[src/include/ars_pkg.sv]
package ars_pkg;
  // ******************************************
  // register map
  // ******************************************
  localparam logic [7:0] ADDR_SOFT_RESET = 8'h00;
  localparam logic [7:0] ADDR_BYPASS = 8'h24;
  localparam logic [7:0] ADDR_CHANNEL_B_OUTPUT_CODING = 8'h92;
  localparam int SOFT_RESET_BIT = 0;
  localparam int BYPASS_BIT = 2;
  localparam int FORMAT_B_BIT = 1;
  // ******************************************
  // values loaded from fuses on reset release
  // ******************************************
  localparam logic [7:0] FUSE_BYPASS = 8'h00;
  localparam logic [7:0] FUSE_CHANNEL_B_OUTPUT_CODING = 8'h00;
  // ******************************************
  // calibration length in sampling-clock cycles
  // ******************************************
  localparam int CAL_CYCLES = 200000;
  localparam int CAL_COUNT_W = 18;
  localparam int SAMPLE_W = 14;
  typedef enum logic [3:0] {
    ARS_HOLD = 4'b0001,
    ARS_LOAD = 4'b0010,
    ARS_CAL = 4'b0100,
    ARS_READY = 4'b1000
  } ars_state_t;
endpackage

[src/design/ars_reset_init.sv]
`timescale 1ns/10ps
// Overview of operation
// - channel B coding bit 1: 0 two's complement, 1 offset binary; others zero (the code stores and reads back all 8 written bits)
// - coding choice acts only while bypass bit D2 of register 0x24 is set
// - reset release loads fuse defaults then calibrates about 200000 cycles
// - writing one to bit D0 of register 0x00 resets all registers
// - the software reset bit clears itself with no further write
module ars_reset_init #(
  parameter int CAL_LENGTH = ars_pkg::CAL_CYCLES
) (
  input wire logic clk,
  input wire logic reset_n,
  input wire logic resetPin,
  input wire logic referenceModePin,
  input wire logic regWrite,
  input wire logic regRead,
  input wire logic [7:0] regAddr,
  input wire logic [7:0] regWdata,
  output logic [7:0] regRdata,
  output logic regAccept,
  output logic configReady,
  output logic calibrating,
  output logic referenceMode,
  input wire logic [ars_pkg::SAMPLE_W-1:0] sampleB,
  output logic [ars_pkg::SAMPLE_W-1:0] dataOutB
);
  import ars_pkg::*;

  // ******************************************
  // pin synchronisers
  // ******************************************
  logic resetMeta;
  logic resetSync;
  logic refMeta;
  logic refSync;

  always_ff @(posedge clk) begin
    if (!reset_n) begin
      resetMeta <= 1'b1;
      resetSync <= 1'b1;
      refMeta <= 1'b0;
      refSync <= 1'b0;
    end else begin
      resetMeta <= resetPin;
      resetSync <= resetMeta;
      refMeta <= referenceModePin;
      refSync <= refMeta;
    end
  end

  // ******************************************
  // sequencer
  // ******************************************
  ars_state_t state;
  ars_state_t next_state;
  logic [CAL_COUNT_W-1:0] calCount;
  logic [7:0] bypassReg;
  logic [7:0] codingReg;
  logic softResetBit;

  wire calDone = (calCount == CAL_COUNT_W'(CAL_LENGTH - 1));
  wire writeOk = (state == ARS_READY) && !resetSync;
  wire writeHit = regWrite && writeOk;
  wire softReset = writeHit && (regAddr == ADDR_SOFT_RESET) && regWdata[SOFT_RESET_BIT];
  wire loadDefaults = (state == ARS_LOAD);

  always_comb begin
    next_state = state;
    case (state)
      ARS_HOLD: begin
        if (!resetSync) begin
          next_state = ARS_LOAD;
        end
      end
      ARS_LOAD: begin
        next_state = ARS_CAL;
      end
      ARS_CAL: begin
        if (calDone) begin
          next_state = ARS_READY;
        end
      end
      ARS_READY: begin
        if (softReset) begin
          next_state = ARS_LOAD;
        end
      end
      default: begin
        next_state = ARS_HOLD;
      end
    endcase
    if (resetSync) begin
      next_state = ARS_HOLD;
    end
  end

  always_ff @(posedge clk) begin
    if (!reset_n) begin
      state <= ARS_HOLD;
    end else begin
      state <= next_state;
    end
  end

  always_ff @(posedge clk) begin
    if (!reset_n || state != ARS_CAL) begin
      calCount <= '0;
    end else if (!calDone) begin
      calCount <= calCount + CAL_COUNT_W'(1);
    end
  end

  // reference mode strap caught when the reset pin is released
  always_ff @(posedge clk) begin
    if (!reset_n) begin
      referenceMode <= 1'b0;
    end else if (state == ARS_HOLD && !resetSync) begin
      referenceMode <= refSync;
    end
  end

  // ******************************************
  // registers
  // ******************************************
  always_ff @(posedge clk) begin
    if (!reset_n || loadDefaults) begin
      bypassReg <= FUSE_BYPASS;
      codingReg <= FUSE_CHANNEL_B_OUTPUT_CODING;
    end else if (writeHit && regAddr == ADDR_BYPASS) begin
      bypassReg <= regWdata;
    end else if (writeHit && regAddr == ADDR_CHANNEL_B_OUTPUT_CODING) begin
      codingReg <= regWdata;
    end
  end

  // bit shows one cycle, then clears itself
  always_ff @(posedge clk) begin
    if (!reset_n) begin
      softResetBit <= 1'b0;
    end else begin
      softResetBit <= softReset;
    end
  end

  wire [7:0] readMux = (regAddr == ADDR_SOFT_RESET) ? {7'h00, softResetBit} :
                       (regAddr == ADDR_BYPASS) ? bypassReg :
                       (regAddr == ADDR_CHANNEL_B_OUTPUT_CODING) ? codingReg : 8'h00;

  always_ff @(posedge clk) begin
    if (!reset_n) begin
      regRdata <= 8'h00;
    end else if (regRead) begin
      regRdata <= readMux;
    end
  end

  assign regAccept = writeOk;
  assign configReady = (state == ARS_READY);
  assign calibrating = (state == ARS_CAL);

  // ******************************************
  // channel B output coding
  // ******************************************
  wire offsetBinary = bypassReg[BYPASS_BIT] && codingReg[FORMAT_B_BIT];
  wire [SAMPLE_W-1:0] codedB = {sampleB[SAMPLE_W-1] ^ offsetBinary, sampleB[SAMPLE_W-2:0]};

  always_ff @(posedge clk) begin
    if (!reset_n) begin
      dataOutB <= '0;
    end else begin
      dataOutB <= codedB;
    end
  end

  // ******************************************
  // checks
  // ******************************************
  coding_offset_a: assert property (@(posedge clk) disable iff (!reset_n)
    (bypassReg[BYPASS_BIT] && codingReg[FORMAT_B_BIT]) |=>
    dataOutB[SAMPLE_W-1] != $past(sampleB[SAMPLE_W-1]))
    else $error("offset binary not applied");

  // reset_n in the antecedent skips the edge on which reset is lifted
  bypass_gate_a: assert property (@(posedge clk) disable iff (!reset_n)
    reset_n && !bypassReg[BYPASS_BIT] |=> dataOutB == $past(sampleB))
    else $error("coding changed without bypass");

  fuse_load_a: assert property (@(posedge clk) disable iff (!reset_n)
    (state == ARS_LOAD && !resetSync) |=> state == ARS_CAL && bypassReg == FUSE_BYPASS
    && codingReg == FUSE_CHANNEL_B_OUTPUT_CODING)
    else $error("defaults not loaded");

  cal_length_a: assert property (@(posedge clk) disable iff (!reset_n || resetSync)
    (state == ARS_CAL && !calDone) |=>
    state == ARS_CAL && calCount == $past(calCount) + CAL_COUNT_W'(1))
    else $error("calibration cut short");

  cal_done_a: assert property (@(posedge clk) disable iff (!reset_n || resetSync)
    (state == ARS_CAL && calDone) |=> configReady)
    else $error("calibration end missed");

  cal_entry_a: assert property (@(posedge clk) disable iff (!reset_n)
    (state == ARS_CAL && $past(state) != ARS_CAL) |-> $past(state) == ARS_LOAD)
    else $error("calibration entered without load");

  write_refused_a: assert property (@(posedge clk) disable iff (!reset_n)
    (regWrite && state == ARS_CAL) |=> $stable(bypassReg) && $stable(codingReg))
    else $error("write taken during calibration");

  soft_reset_a: assert property (@(posedge clk) disable iff (!reset_n || resetSync)
    softReset |=> state == ARS_LOAD ##1 codingReg == FUSE_CHANNEL_B_OUTPUT_CODING)
    else $error("software reset did not restore defaults");

  soft_bit_a: assert property (@(posedge clk) disable iff (!reset_n)
    softReset |=> softResetBit)
    else $error("software reset bit not shown");

  self_clear_a: assert property (@(posedge clk) disable iff (!reset_n)
    softResetBit |=> !softResetBit)
    else $error("software reset bit stuck");
endmodule

[config.mk]
export PLATFORM = sky130hd
export DESIGN_NAME = ars_reset_init
export DESIGN_NICKNAME = d
export VERILOG_FILES = /design/src/include/ars_pkg.sv /design/src/design/ars_reset_init.sv
export SDC_FILE = /design/constraint.sdc
export NUM_CORES = 1
export LEC_CHECK = 0
export BUFFER_PORTS_ARGS = -buffer_cell sky130_fd_sc_hd__buf_2
export CAP_MARGIN = 20
export CORE_ASPECT_RATIO = 2
export CORE_MARGIN = 5
export CORE_UTILIZATION = 57
export CTS_CLUSTER_SIZE = 10
export DETAILED_ROUTE_END_ITERATION = 8
export PLACE_DENSITY = 0.81
export RECOVER_POWER = 50
export SETUP_SLACK_MARGIN = 0.15
export SLEW_MARGIN = 20
export SYNTH_ARGS = -nofsm -noshare
export SYNTH_HDL_FRONTEND = slang
export SYNTH_SLANG_ARGS = --single-unit
[constraint.sdc]
create_clock -name clk -period 5.3 [get_ports clk]
set_input_delay 0.265 -clock clk [delete_from_list [all_inputs] [get_ports clk]]
set_output_delay 0.265 -clock clk [all_outputs]
set_load 0.1 [all_outputs]
==> results of run 1 <==
[critical path, stage by stage, from the launching register on]
cell	delay, ps
sky130_fd_sc_hd__dfxtp_1	480
sky130_fd_sc_hd__nor4b_1	540
sky130_fd_sc_hd__nand2_1	490
sky130_fd_sc_hd__or4_1	640
sky130_fd_sc_hd__nand2_1	70
[worst paths after layout]
path | from | endpoint | slack (ps) | cells past startpoint
setup / recovery | state[2] | calCount[15] | 3030 | 4
hold reg to reg | resetMeta | resetSync | 410 | 1
setup reg to reg | state[2] | calCount[15] | 3030 | 4
hold / removal | resetPin | resetMeta | 110 | 2
[flip-flops by register name (all words and copies together), names as in the netlist]
name,flops
calCount,18
dataOutB,14
bypassReg,8
codingReg,8
regRdata,8
state,4
refMeta,1
refSync,1
referenceMode,1
resetMeta,1
resetSync,1
softResetBit,1
[power by group through the flow]
| stage | Sequential, mW | Combinational [mW] | Clock, mW |
|---|---|---|---|
| after floorplan | 0.559 | 0.0165 | 0 |
| after global placement | 0.517 | 0.0839 | 0 |
| after detailed placement | 0.518 | 0.0846 | 0 |
| after CTS | 0.506 | 0.0848 | 0.478 |
| after global routing | 0.507 | 0.0872 | 0.502 |
| final | 0.506 | 0.0823 | 0.473 |
[cell families (layout without fill, tap and decap cells)]
logic type / count (synthesis) / count (layout) / synth area share (%)
buffers and inverters: 12 / 81 / 2.09
DFF: 66 / 66 / 49.1
xor gates and xnor gates: 11 / 11 / 3.58
adders and majority gates: 1 / 1 / 0.465
muxes: 9 / 9 / 3.35
AOI/OAI and AO/OA: 58 / 58 / 12.8
and+or+nand+nor: 126 / 126 / 28.6
[cells in the mapped netlist (2+ instances only)]
| library cell | count | share of area, % |
|---|---|---|
| sky130_fd_sc_hd__a211oi_1 | 2 | 0.56 |
| sky130_fd_sc_hd__a21oi_1 | 12 | 2.2 |
| sky130_fd_sc_hd__a22o_1 | 2 | 0.65 |
| sky130_fd_sc_hd__a22oi_1 | 7 | 2.0 |
| sky130_fd_sc_hd__a31oi_1 | 4 | 0.93 |
| sky130_fd_sc_hd__and2_1 | 18 | 4.2 |
| sky130_fd_sc_hd__and3_1 | 3 | 0.70 |
| sky130_fd_sc_hd__and4_1 | 2 | 0.65 |
| sky130_fd_sc_hd__and4b_1 | 2 | 0.74 |
| sky130_fd_sc_hd__buf_2 | 3 | 0.56 |
| sky130_fd_sc_hd__clkbuf_1 | 5 | 0.70 |
| sky130_fd_sc_hd__dfxtp_1 | 66 | 49 |
| sky130_fd_sc_hd__inv_1 | 3 | 0.42 |
| sky130_fd_sc_hd__mux2i_1 | 9 | 3.3 |
| sky130_fd_sc_hd__nand2_1 | 19 | 2.6 |
| sky130_fd_sc_hd__nand2b_1 | 5 | 1.2 |
| sky130_fd_sc_hd__nand3_1 | 16 | 3.0 |
| sky130_fd_sc_hd__nand3_2 | 2 | 0.74 |
| sky130_fd_sc_hd__nand4_1 | 4 | 0.93 |
| sky130_fd_sc_hd__nor2_1 | 23 | 3.2 |
| sky130_fd_sc_hd__nor2b_1 | 2 | 0.46 |
| sky130_fd_sc_hd__nor3_1 | 7 | 1.3 |
| sky130_fd_sc_hd__nor4_1 | 5 | 1.2 |
| sky130_fd_sc_hd__nor4b_1 | 2 | 0.65 |
| sky130_fd_sc_hd__o21ai_0 | 26 | 4.8 |
| sky130_fd_sc_hd__or3_1 | 2 | 0.46 |
| sky130_fd_sc_hd__or4_1 | 3 | 0.84 |
| sky130_fd_sc_hd__or4_4 | 2 | 0.84 |
| sky130_fd_sc_hd__xnor2_1 | 6 | 2.0 |
| sky130_fd_sc_hd__xor2_1 | 5 | 1.6 |
[final cells by class]
| cell class | count | area (um^2) | area share [%] |
|---|---|---|---|
| repair buffers | 62 | 283 | 8.80 |
| flip-flops and latches | 66 | 1320 | 41.1 |
| clock inverters | 7 | 100 | 3.12 |
| well taps | 55 | 68.8 | 2.14 |
| inverters | 3 | 11.3 | 0.350 |
| multi-input cells | 205 | 1310 | 40.6 |
| clock buffers | 9 | 124 | 3.86 |
[per-layer routing]
metal	vias up	global-route usage [%]	wire [um]
li1	1146	-	-
met1	1101	20.5	2250
met2	61	40.6	3650
met3	22	4.94	271
met4	0	12.3	248
met5	-	0	0
==> results.txt, run 1 <==
The run finished with clean final reports. The number of different library cells in the post-synthesis netlist is 46. The HPWL after detailed placement came out at 4660 um.

The number of remaining DRC errors came out at 0. Using the TritonRoute via totals, the vias-per-cell ratio works out to 5.72. Of the total power, the clock network draws 44.6%.

The sequential area share after synthesis is 49.1%. The worst-margin pin slew came out at 1200 ps. The number of hold buffers added after cts is 0. After filler insertion, the fill cell instance count of the layout stands at 394. The number of enable flip-flop cells after synthesis came out at 0. In this run, CTS created clock tree buffers numbering 9.

The total of buffers placed on input and output ports came out at 61. The total nets after synthesis came out at 320. The number of antenna violations at the first check in global routing came out at 0. Global routing used 21.7% of the available tracks. The post-synthesis async set-or-reset flop share is 0%.

Setup repair after global routing left no endpoint under its margin. The clock latency of the later-clocked register in the worst-skew pair came out at 340 ps. The growth of design area from synthesis to finish is 19.4%. The total cell area at the placement stage came out at 3030 um^2. Hold timing on the final database bottoms out at a slack of 106 ps.

The power share of the combinational group came out at 7.8%. The count of TritonRoute iterations in the first routing pass came out at 4. The CTS clock-pin slew for the worst setup and hold paths is 70 ps. The final count of negative-setup-slack endpoints came out at 0. The peak fanout along the critical path came out at 16. The mean area per synthesized cell is 9.51 um^2. The switching power total is 0.272 mW. The Yosys step of the flow raised 0 warnings. The maximum number of pins on one net before global-route repair came out at 24. The number of rows created at floorplan came out at 35. The number of standard cells in the layout, taps in and fillers out came out at 407. The share of the cycle needed by the critical path after routing came out at 42.8%. In this run the worst hold path is classified as input port to register. The number of nets at the end of the flow came out at 384. The cell area after synthesis is 2690 um^2. After layout, the design draws a total of 1.06 mW. The sum of negative setup slack came out at 0 ps. The residual overflow from global routing came out at 0. The total count of hold-check failures in the final report was 0.

The global-route wire length before repair is 10600 um. Post-CTS timing repair inserted 0 buffers for setup. The placer's final routability congestion estimate is 0.890.

The floorplan die area is 6280 um^2. The clock drives 66 sinks. Measured along the y axis, the die boundary spans 107 um. TritonCTS built the clock tree.

The maximum number of buffers from clock root to sink came out at 2. The critical path in this run is classified as register to register. The analysis attributes to cell leakage a power of 1.18 nW. The setup skew after layout came out at 10.8 ps. The worst-case setup margin in the final layout is 3030 ps.

For this run, the leading register cell type out of synthesis is sky130_fd_sc_hd__dfxtp_1. Detailed routing inserted a total of 2330 vias. In this run, placement finished with an instance count of 391. The final antenna diode count is 0. In this run the tightest slew margin relative to its limit is 20.6%. The library cell used most frequently in the layout, excluding fill and tap cells, is sky130_fd_sc_hd__dfxtp_1. Per report_power, the sequential group accounts for 47.7% of the total. The cell-internal power is 0.789 mW. The proportion of layout cells with a drive suffix above 1 came out at 18.2%.

The total of cells resized after clock tree synthesis is 0. The worst setup path is launched from a register. The final critical delay including setup and external delays came out at 2270 ps. The final routed wire length divided by cell count came out at 15.8 um.

The count of final max-slew check failures was 0. The top cell types in the final layout, fill and taps aside, are sky130_fd_sc_hd__dfxtp_1 (66), sky130_fd_sc_hd__buf_2 (37), sky130_fd_sc_hd__o21ai_0 (26). After routing the design area is 3210 um^2. The placeable core region came out at 4600 um^2.

The count of nets left with antenna violations once routing finished came out at 0. The H-tree depth is 3. The worst setup path is captured at a register. VDD sags by at most 382 uV. The final design utilization came out at 69.9%. The number of max-capacitance violations reported came out at 0. The tree is rooted in a sky130_fd_sc_hd__clkbuf_8. The highest attainable clock frequency is 441 MHz. The via count of the first global-routing pass came out at 2426. The number of primary I/O pins is 62. The initial core utilization is 58.5%. The placement-stage worst setup slack is 3360 ps. For this block, the routed nets add up to 6420 um of wire.

The arrival time at the worst endpoint came out at 2560 ps. The power density over the cells is 330 nW/um^2. The number of standard cells after synthesis is 283. After synthesis the netlist holds a flip-flop and latch count of 66.

Data on the critical path is required at its endpoint by 5590 ps. The horizontal die dimension came out at 58.6 um. The first-iteration detailed-routing DRC count came out at 68.

In this run switching power makes up 25.7% of total power.
Power figures use the tool's default switching activity.
==> run 2, diff against run 1 <==
--- a/config.mk
+++ b/config.mk
@@ -9,10 +9,10 @@
 export CAP_MARGIN = 20
 export CORE_ASPECT_RATIO = 2
 export CORE_MARGIN = 5
-export CORE_UTILIZATION = 57
+export CORE_UTILIZATION = 53
 export CTS_CLUSTER_SIZE = 10
 export DETAILED_ROUTE_END_ITERATION = 8
-export PLACE_DENSITY = 0.81
+export PLACE_DENSITY = 0.76
 export RECOVER_POWER = 50
 export SETUP_SLACK_MARGIN = 0.15
 export SLEW_MARGIN = 20
==> constraint.sdc (replaced) <==
create_clock -name clk -period 2.09 [get_ports clk]
set_input_delay 0.1045 -clock clk [delete_from_list [all_inputs] [get_ports clk]]
set_output_delay 0.1045 -clock clk [all_outputs]
set_load 0.1 [all_outputs]
==> run 2 against run 1 <==
Against the previous run: clock power is 100% higher; setup slack got worse by 2800 ps; via count increased by 4.8%; critical path depth rose by 1; combinational power increased to 2.8 times the previous value; routed wire length grew 7.4%; core utilization is 0.23 points lower; worst hold slack lost 87 ps.
==> results.txt, run 2 (same netlist as run 1, synthesis figures left out) <==
The worst-margin pin slew was 1220 ps (was 1200 ps). The routed wire length came out at 6900 um (was 6420 um). The residual overflow from global routing came out at 0 (unchanged). The horizontal die dimension is 60.4 um (was 58.6 um).

The number of nets at the end of the flow came to 406 (was 384). The antenna violation net count after detailed routing is 0 (unchanged). The final antenna diode count came out at 0 (unchanged). The number of antenna violations at the first check in global routing was 0 (unchanged). The max-slew headroom at the worst pin came to 18.8% (was 20.6%). The number of standard cells in the layout, taps in and fillers out came out at 431 (was 407). The register with the highest flop count is calCount (unchanged).

The startpoint class of the critical path is a register (unchanged). The most common library cell in the layout ignoring fill and taps is sky130_fd_sc_hd__dfxtp_1 (unchanged). The reported leakage power is 1.27 nW (was 1.18 nW).

The growth of design area from synthesis to finish is 27.1% (was 19.4%). The vertical extent of the die came out at 111 um (was 107 um). The worst hold slack is 18.3 ps (was 106 ps).

The maximum vdd drop came out at 795 uV (was 382 uV). The count of vias placed by the detailed router is 2442 (was 2330). The maximum cell stage delay along the critical path came out at 540 ps (was 640 ps). The HPWL after detailed placement was 4760 um (was 4660 um). The initial core utilization is 54.8% (was 58.5%). The source of the worst hold timing path is regWdata[3] (was resetPin).

The total of buffers placed on input and output ports is 61 (unchanged). Most frequent cells in the layout: sky130_fd_sc_hd__dfxtp_1 (64), sky130_fd_sc_hd__buf_2 (36), sky130_fd_sc_hd__clkbuf_1 (26) (was sky130_fd_sc_hd__dfxtp_1 (66), sky130_fd_sc_hd__buf_2 (37), sky130_fd_sc_hd__o21ai_0 (26)). Top flop regs: calCount: 18 flops, dataOutB: 14 flops (unchanged). The power density over the cells is 728 nW/um^2 (was 330 nW/um^2). The flip-flop count of the largest register after layout is 18 (unchanged). The number of vias per cell came out at 5.67 (was 5.72). The CTS clock-pin slew for the worst setup and hold paths was 70 ps (about the same).

The highest attainable clock frequency came out at 544 MHz (was 441 MHz). The clock latency of the later-clocked register in the worst-skew pair was 340 ps (about the same). The number of cells in the design after placement is 397 (was 391). The slowest cell on the critical path is sky130_fd_sc_hd__or4_1 (unchanged). The number of remaining DRC errors came out at 0 (unchanged).

The TritonCTS clock tree is built (unchanged). The final critical delay including setup and external delays is 1840 ps (was 2270 ps). The peak fanout along the critical path was 5 (was 16).

The total number of clock tree sinks came to 66 (unchanged). The clock tree root buffer cell is sky130_fd_sc_hd__clkbuf_8 (unchanged). The number of primary I/O pins is 62 (unchanged). The maximum number of pins on one net before global-route repair is 24 (unchanged). The type of the setup path with the least slack is register to register (unchanged). The clock buffer count from CTS is 9 (unchanged). The overall global routing resource usage is 22.0% (was 21.7%). The count of final max-slew check failures is 0 (unchanged). The global-route wire length before repair came out at 11100 um (was 10600 um). The number of max-capacitance violations reported is 0 (unchanged).

The proportion of layout cells with a drive suffix above 1 is 20.9% (was 18.2%). The critical path required time is 2370 ps (was 5590 ps). The total count of hold-check failures in the final report is 0 (unchanged).

The number of inserted filler cells in the final layout came out at 424 (was 394). The count of TritonRoute iterations in the first routing pass is 4 (unchanged). The launch point of the worst reg-to-reg path is calCount[1] (was state[2]). The floorplan die area came out at 6690 um^2 (was 6280 um^2). Worst path cell trace: ha_1 > nand3_2 > or4_1 > or3_1 > a21oi_1 (was nor4b_1 > nand2_1 > or4_1 > nand2_1). The endpoint kind of the worst setup timing path is a register (unchanged). Setup repair after global routing missed its margin: true (was false). The final count of negative-setup-slack endpoints is 0 (unchanged).

The placer's final routability congestion estimate was 0.955 (was 0.890). Result of the run: finished clean (unchanged). The placeable core region is 4910 um^2 (was 4600 um^2). The class of the most critical hold timing path is input port to register (unchanged). The first-iteration detailed-routing DRC count was 134 (was 68). The setup skew after layout came out at 6.70 ps (was 10.8 ps).

The number of rows created at floorplan came out at 36 (was 35). The via count of the first global-routing pass is 2440 (was 2426). The H-tree depth is 3 (unchanged). The maximum number of buffers from clock root to sink is 2 (unchanged). The share of the cycle needed by the critical path after routing is 88.0% (was 42.8%). The arrival time at the worst endpoint is 2110 ps (was 2560 ps). The final routed wire length divided by cell count is 16.0 um (was 15.8 um). The critical path launch point is calCount[1] (was state[2]).
run 2: area by class of cell:
type	count	area (um^2)	area share (%)
multi-input combinational	205	1340	39.2
inverter	3	11.3	0.329
clock buffer	14	173	5.05
sequential	66	1320	38.7
clock inverter	2	10.0	0.293
timing repair buffer	84	490	14.3
tap	57	71.3	2.09
run 2: through the flow:
stage / TNS, ps / total power, mW / setup WS (ps) / instance area [um^2] / util, %
6_report: 0 / 2.49 / 251 / 3420 / 69.6
5_1_grt: 0 / 2.58 / 98.3 / 3420 / 69.6
4_1_cts: 0 / 2.52 / 198 / 3440 / 70.1
3_5_place_dp: 0 / 1.53 / 223 / 3100 / 63.0
3_3_place_gp: 0 / 1.53 / 285 / 3100 / 63.0
2_1_floorplan: -10410 / 1.46 / -677 / 2750 / -
run 2: repair_timing:
action | 4_1_cts | 5_1_grt
endpoints found under the hold margin | 16 | 0
buffers inserted | 0 | 2
gates resized for setup | 1 | 2
setup endpoints to repair | 1 | 3
pin swaps | 0 | 0
hold buffers | 16 | 0
run 2: layer usage:
layer,global-route usage (%),wire length (um)
met5,0,0
met2,38.9,3990
met3,5.13,259
met4,13.8,260
met1,21.3,2390
run 2: final timing paths:
kind                        to  cells past startpoint  slack [ps]
setup / recovery  calCount[16]                      5         250
hold / removal    bypassReg[3]                      3          20
setup reg to reg  calCount[16]                      5         250
hold reg to reg      resetSync                      1         440
run 2: where the power goes:
group	total, mW	internal (mW)	switching [mW]
registers	1.29	1.28	0.00944
clock network	0.969	0.525	0.445
logic	0.234	0.0666	0.168
run 2: critical path: cells and delay by family (launching register included):
| kind | cells | cell delay, ps |
|---|---|---|
| simple gates | 3 | 1000 |
| flops | 1 | 380 |
| fa+ha+maj | 1 | 260 |
| compound gates | 1 | 140 |
